## src/core/wdt_consts.vh

```
// Constants for the prescaled match watchdog timer
`ifndef WDT_CONSTS_VH
`define WDT_CONSTS_VH
`define WDT_CNT_W        32
`define WDT_CNT_ZERO     32'h00000000
`define WDT_CNT_ONE      32'h00000001
`define WDT_SYNC_STAGES  3
`define WDT_OUT_OFF      1'b0
`endif

```

## src/core/watchdog_prescaled_match_timer.v

```verilog
// Watchdog timer: prescale divider, timer counter, two match comparators
`include "wdt_consts.vh"

// Behaviour
// - Each enabled edge advances a 32-bit prescale counter compared to its value.
// - On a prescale match the divider clears and the timer counter steps.
// - The timer steps once every prescale value plus one enabled edges.
// - The timer count is compared against match value 0 and match value 1.
// - A timer match on value 0 raises the match-zero event.
// - A timer match on value 1 raises the reset request.
// - The clock and reset unit keeps a flag for a reset from this block.
// - With the reset action off the counters serve as an ordinary timer.
module watchdog_prescaled_match_timer (
  // Clock, reset, clock enable
  input  wire        clk,
  input  wire        rst_n,
  input  wire        clk_en,
  // Control from the chip side, same clock domain
  input  wire        enable,
  input  wire        reset_action_en,
  input  wire        reload,
  input  wire [31:0] prescale_value,
  input  wire [31:0] match_zero_value,
  input  wire [31:0] match_one_value,
  // Status
  output reg  [31:0] prescale_count,
  output reg  [31:0] timer_count,
  // Toward event router and clock/reset unit
  output reg         match_zero_event,
  output reg         match_one_reset_request
);

  // Step kinds, decoded once per edge
  localparam [1:0] STEP_HOLD   = 2'b00;
  localparam [1:0] STEP_COUNT  = 2'b01;
  localparam [1:0] STEP_CLEAR  = 2'b10;
  localparam [1:0] STEP_FREEZE = 2'b11;

  // Decoded step and compare results
  reg  [1:0]  step;
  reg         prescale_hit;
  reg         zero_hit;
  reg         one_hit;

  // Incremented counts
  reg  [31:0] prescale_plus_one;
  reg  [31:0] timer_plus_one;

  // Next values of every register
  reg  [31:0] next_prescale_count;
  reg  [31:0] next_timer_count;
  reg         next_match_zero_event;
  reg         next_match_one_reset_request;

  // Reload outranks counting so a late kick still restarts the interval
  always @* begin
    if (!clk_en) begin
      step = STEP_FREEZE;
    end else if (reload) begin
      step = STEP_CLEAR;
    end else if (enable) begin
      step = STEP_COUNT;
    end else begin
      step = STEP_HOLD;
    end
  end

  // Incrementers; the carry out is dropped on purpose so counts wrap
  always @* begin
    prescale_plus_one = prescale_count + `WDT_CNT_ONE;
    timer_plus_one    = timer_count + `WDT_CNT_ONE;
  end

  // Divider compare is plain equality: a value below the count wraps
  // through the full 32-bit range rather than stalling
  always @* begin
    prescale_hit = (prescale_count == prescale_value);
  end

  // Next prescale count: clear on reload or on a divider match
  always @* begin
    case (step)
      STEP_CLEAR: begin
        next_prescale_count = `WDT_CNT_ZERO;
      end
      STEP_COUNT: begin
        if (prescale_hit) begin
          next_prescale_count = `WDT_CNT_ZERO;
        end else begin
          next_prescale_count = prescale_plus_one;
        end
      end
      STEP_HOLD: begin
        next_prescale_count = prescale_count;
      end
      default: begin
        next_prescale_count = prescale_count;
      end
    endcase
  end

  // Next timer count: one step per full divider period
  always @* begin
    case (step)
      STEP_CLEAR: begin
        next_timer_count = `WDT_CNT_ZERO;
      end
      STEP_COUNT: begin
        if (prescale_hit) begin
          next_timer_count = timer_plus_one;
        end else begin
          next_timer_count = timer_count;
        end
      end
      STEP_HOLD: begin
        next_timer_count = timer_count;
      end
      default: begin
        next_timer_count = timer_count;
      end
    endcase
  end

  // Compare against the next count so a match rises on the same edge
  // as the count it belongs to, with no cycle of lag
  always @* begin
    zero_hit = (next_timer_count == match_zero_value);
    one_hit  = (next_timer_count == match_one_value);
  end

  // Match levels; a reload or a stopped timer drops both, a frozen
  // clock enable holds both
  always @* begin
    case (step)
      STEP_COUNT: begin
        next_match_zero_event = zero_hit;
        // Gate keeps the block usable as a plain timer
        next_match_one_reset_request = one_hit && reset_action_en;
      end
      STEP_FREEZE: begin
        next_match_zero_event        = match_zero_event;
        next_match_one_reset_request = match_one_reset_request;
      end
      STEP_CLEAR: begin
        next_match_zero_event        = `WDT_OUT_OFF;
        next_match_one_reset_request = `WDT_OUT_OFF;
      end
      default: begin
        next_match_zero_event        = `WDT_OUT_OFF;
        next_match_one_reset_request = `WDT_OUT_OFF;
      end
    endcase
  end

  // Prescale counter register; chip reset outranks the clock enable
  always @(posedge clk) begin
    if (!rst_n) begin
      prescale_count <= `WDT_CNT_ZERO;
    end else begin
      prescale_count <= next_prescale_count;
    end
  end

  // Timer counter register
  always @(posedge clk) begin
    if (!rst_n) begin
      timer_count <= `WDT_CNT_ZERO;
    end else begin
      timer_count <= next_timer_count;
    end
  end

  // Event toward the event router, which may make it an interrupt
  always @(posedge clk) begin
    if (!rst_n) begin
      match_zero_event <= `WDT_OUT_OFF;
    end else begin
      match_zero_event <= next_match_zero_event;
    end
  end

  // Request toward the clock and reset unit, which also latches it as
  // the reset cause; the level stands until the count or match value moves on, reset_action_en drops, or the timer stops or reloads
  always @(posedge clk) begin
    if (!rst_n) begin
      match_one_reset_request <= `WDT_OUT_OFF;
    end else begin
      match_one_reset_request <= next_match_one_reset_request;
    end
  end

endmodule // watchdog_prescaled_match_timer

```

## config.mk

```make
export PLATFORM = sky130hd
export DESIGN_NAME = watchdog_prescaled_match_timer
export DESIGN_NICKNAME = d
export VERILOG_FILES = /design/src/core/watchdog_prescaled_match_timer.v
export VERILOG_INCLUDE_DIRS = /design/src /design/src/core
export SDC_FILE = /design/constraint.sdc
export NUM_CORES = 1
export LEC_CHECK = 0
export BUFFER_PORTS_ARGS = -buffer_cell sky130_fd_sc_hd__buf_4
export CORE_UTILIZATION = 30
export CTS_BUF_LIST = sky130_fd_sc_hd__clkbuf_4 sky130_fd_sc_hd__clkbuf_8
export CTS_CLUSTER_SIZE = 25
export DETAILED_ROUTE_END_ITERATION = 6
export PLACE_DENSITY_LB_ADDON = 0.12
export SYNTH_ARGS = -nofsm -noshare
export SYNTH_HDL_FRONTEND = slang
export SYNTH_SLANG_ARGS = --single-unit
```

## constraint.sdc

```tcl
create_clock -name clk -period 3.32 [get_ports clk]
set_input_delay 0.498 -clock clk [delete_from_list [all_inputs] [get_ports clk]]
set_output_delay 0.498 -clock clk [all_outputs]
set_load 0.02 [all_outputs]
```

==> results.json <==
{
  "port-buffer-count": 167,
  "cpLargestDelayFamily": "simple AND/OR/NAND/NOR gates",
  "preCtsSetupSlack_ps": -427,
  "die_h_um": 150,
  "place_hpwl_um": 27400,
  "syn-cell-area_um2": 6570,
  "ys_types": 69,
  "timing.setup.critical_path_class": "reg -> reg",
  "critical-path-max-stage-delay_ps": 590,
  "cp_cell_sequence": "nand4_1, buf_6, or4_4, nor2_1, and3_1, o32ai_1, a21boi_0, nand4_1, nor4_4, buf_4, nand4_1, o31ai_2",
  "critical_path.endpoint_type": "register",
  "yosys.cell_count.top_type": "sky130_fd_sc_hd__nand2_1",
  "power-per-cell-area_nw_per_um2": 203,
  "synth_fp_nets": 1098,
  "detailedRoute.firstPassIterationCount": 7,
  "drv_cap": 0,
  "yosys.area_share.xor_xnor": 0.112,
  "ys_seq_area_frac": 0.201,
  "detail-route-antenna-nets": 0,
  "maximum_fanout_count_along_the_critical_path": 6,
  "timing.setup.tns_ps": -17.5,
  "ios": 168,
  "worstSetupStartpointType": "register",
  "synthArstFlopShare": 0,
  "design_area_um2": 9920,
  "synth_top_cell_area_share": 0.201,
  "ys_top_cells_by_count": "134 x sky130_fd_sc_hd__nand2_1, 105 x sky130_fd_sc_hd__nor2_1, 67 x sky130_fd_sc_hd__a21oi_1",
  "antenna_cells_inserted": 0,
  "clock_path_buffers": 2,
  "synth_top_family_by_area": "simple AND/OR/NAND/NOR gates",
  "flow.area_growth_from_synthesis_pct": 50.9,
  "worst-path-buf-inv": 2,
  "cts_tree": "yes",
  "drive_gt1_frac": 0.337,
  "power.ir.vdd_worst_uv": 165,
  "hold_viol": 0,
  "synth_compound_area_frac": 0.213,
  "number_of_warnings_printed_during_yosys_synthesis": 0,
  "final.setup_skew_ps": 13.4,
  "design.final.nets": 1402,
  "post_synth_main_area_contributors": "sky130_fd_sc_hd__dfxtp_1 20%, sky130_fd_sc_hd__nand2_1 7.7%, sky130_fd_sc_hd__xor2_1 6.5%",
  "tightest_pin_transition_ps": 1200,
  "r2r_cells": 12,
  "slew_viol_final": 0,
  "critPathRequiredTime_ps": 3620,
  "post_synthesis_mux_area_share": 0.0246,
  "hold_path_depth": 4,
  "number_of_register_bits_inferred_by_synthesis": 66,
  "critical-path-top-cell-by-count": "sky130_fd_sc_hd__nand4_1",
  "worstHoldPathType": "in -> reg",
  "cpMaxStageDelayCell": "sky130_fd_sc_hd__or4_4",
  "via_count_of_the_routed_design": 9114,
  "setup_ws_ps": -17.5,
  "detail_route.vias_per_cell": 5.78,
  "count_of_standard_cell_rows": 53,
  "synthSimpleGateAreaFrac": 0.381,
  "rsz0062_at_grt": "true",
  "grt.overflow.total": 0,
  "die_outline_width_um": 150,
  "timing.final.crit_share": 1.01,
  "cts_num_sinks": 66,
  "drt-wirelength-per-cell_um": 22.4,
  "setup_viol_count_final": 1,
  "detailedRoute.firstIterationViolations": 818,
  "floorplan.initialDensity": 0.310,
  "power.leakage_uw": 0.00405,
  "total_power_uw": 2020,
  "post_synthesis_cells": 992,
  "worst-path-stages": 12,
  "place.gp.congestion": 1.00,
  "vias_in_the_first_global_route": 8589,
  "cts_root_buffer": "sky130_fd_sc_hd__clkbuf_8",
  "core_ar_um2": 21200,
  "grt_start_max_net_pins": 41,
  "placement.cell_area_um2": 9240,
  "timing.final.crit_period_ps": 3340,
  "synth-adder-area-share": 0.00762,
  "grt_antenna_before_repair": 0,
  "die_area_um2": 22500,
  "slew-limit-headroom": 0.200,
  "synth_edf_count": 0,
  "outcome": "finished, violations left",
  "routed_wl_um": 35300,
  "drc": 0,
  "grt_use_total": 0.310,
  "ctsHtreeMaxLevel": 3,
  "fmax_ghz": 0.300,
  "post_synth.cell_area_avg_um2": 6.62,
  "yosys.area.top_type": "sky130_fd_sc_hd__dfxtp_1",
  "synth_top_flop_cell": "sky130_fd_sc_hd__dfxtp_1",
  "clock_latency_ps": 380,
  "numCtsBuffers": 9,
  "failed_checks": "negative setup slack",
  "clkTransAtPathRegs_ps": 80,
  "grt_first_pass_wirelength_um": 51800,
  "arrival_time_of_the_worst_setup_path_ps": 3630
}
## area by class of cell
| class | instances | area (um^2) |
|---|---|---|
| inverter | 32 | 120 |
| sequential | 66 | 1350 |
| clock inverter | 6 | 72.6 |
| multi-input combinational | 827 | 5120 |
| tap | 275 | 344 |
| fill | 2254 | 11300 |
| clock buffer | 10 | 138 |
| timing repair buffer | 360 | 2770 |
## placed cells by master (no fill, tap or decap), types with 30 or more instances in the layout
cell type                 count
sky130_fd_sc_hd__xor2_1      49
sky130_fd_sc_hd__nor2_1     101
sky130_fd_sc_hd__nor3_1      45
sky130_fd_sc_hd__nor4_1      30
sky130_fd_sc_hd__nand2_1    133
sky130_fd_sc_hd__o21ai_0     55
sky130_fd_sc_hd__nand4_1     30
sky130_fd_sc_hd__buf_4      347
sky130_fd_sc_hd__xnor2_1     35
sky130_fd_sc_hd__inv_1       32
sky130_fd_sc_hd__nand3_1     49
sky130_fd_sc_hd__a21oi_1     67
sky130_fd_sc_hd__dfxtp_1     52
## through the flow
step | instances | util | hold slack, ps
finish | 1576 | 0.467 | 446
global route | 1576 | 0.467 | 442
CTS | 1556 | 0.448 | 438
detailed placement | 1540 | 0.435 | 469
global placement | 1540 | 0.435 | 467
floorplan | 992 | - | 544
## sequential cells by signal (all words and copies together) (netlist names)
signal and flops:
match_one_reset_request 1, match_zero_event 1, prescale_count 32, timer_count 32
## cells by family after synthesis
| group | count (synthesis) |
|---|---|
| xor+xnor | 84 |
| flops | 66 |
| buf+inv | 99 |
| mux | 16 |
| fa+ha+maj | 4 |
| simple gates | 505 |
| compound gates | 218 |
## where the power goes
group,internal (uW),total (uW),switching (uW)
clock network,375,764,389
registers,789,789,0.299
logic,199,462,264
## worst register-to-register path: stages, from the launching register on
cell                       delay, ps
sky130_fd_sc_hd__dfxtp_2         370
sky130_fd_sc_hd__nand4_1         180
sky130_fd_sc_hd__buf_6           200
sky130_fd_sc_hd__or4_4           590
sky130_fd_sc_hd__nor2_1          150
sky130_fd_sc_hd__and3_1          250
sky130_fd_sc_hd__o32ai_1         100
sky130_fd_sc_hd__a21boi_0        350
sky130_fd_sc_hd__nand4_1         230
sky130_fd_sc_hd__nor4_4          350
sky130_fd_sc_hd__buf_4           160
sky130_fd_sc_hd__nand4_1         110
sky130_fd_sc_hd__o31ai_2         240
## metal layers
metal | global-route usage | wire (um) | vias up
met5 | 0 | 0 | -
met4 | 0.146 | 1800 | 0
met3 | 0.0540 | 3160 | 108
met2 | 0.513 | 16300 | 538
met1 | 0.388 | 14000 | 4255
li1 | - | - | 4213
## final timing paths
| check | startpoint | end | slack, ps |
|---|---|---|---|
| worst max-delay path | timer_count[7]$_SDFF_PN0_ | match_zero_event$_SDFFE_PN0P_ | -20 |
| worst min-delay path | match_zero_value[7] | match_zero_event$_SDFFE_PN0P_ | 450 |
| worst max register to register | timer_count[7]$_SDFF_PN0_ | match_zero_event$_SDFFE_PN0P_ | -20 |
| worst min register to register | match_one_reset_request$_SDFFE_PN0P_ | match_one_reset_request$_SDFFE_PN0P_ | 480 |
## what timing repair did
item / CTS / global route
pin swaps: 2 / 33
resized for setup: 11 / 67
gates cloned: 0 / 1
endpoints found under the setup margin: 2 / 5
buffers inserted: 0 / 19
hold buffers: 0 / 0
Power figures use the tool's default switching activity.
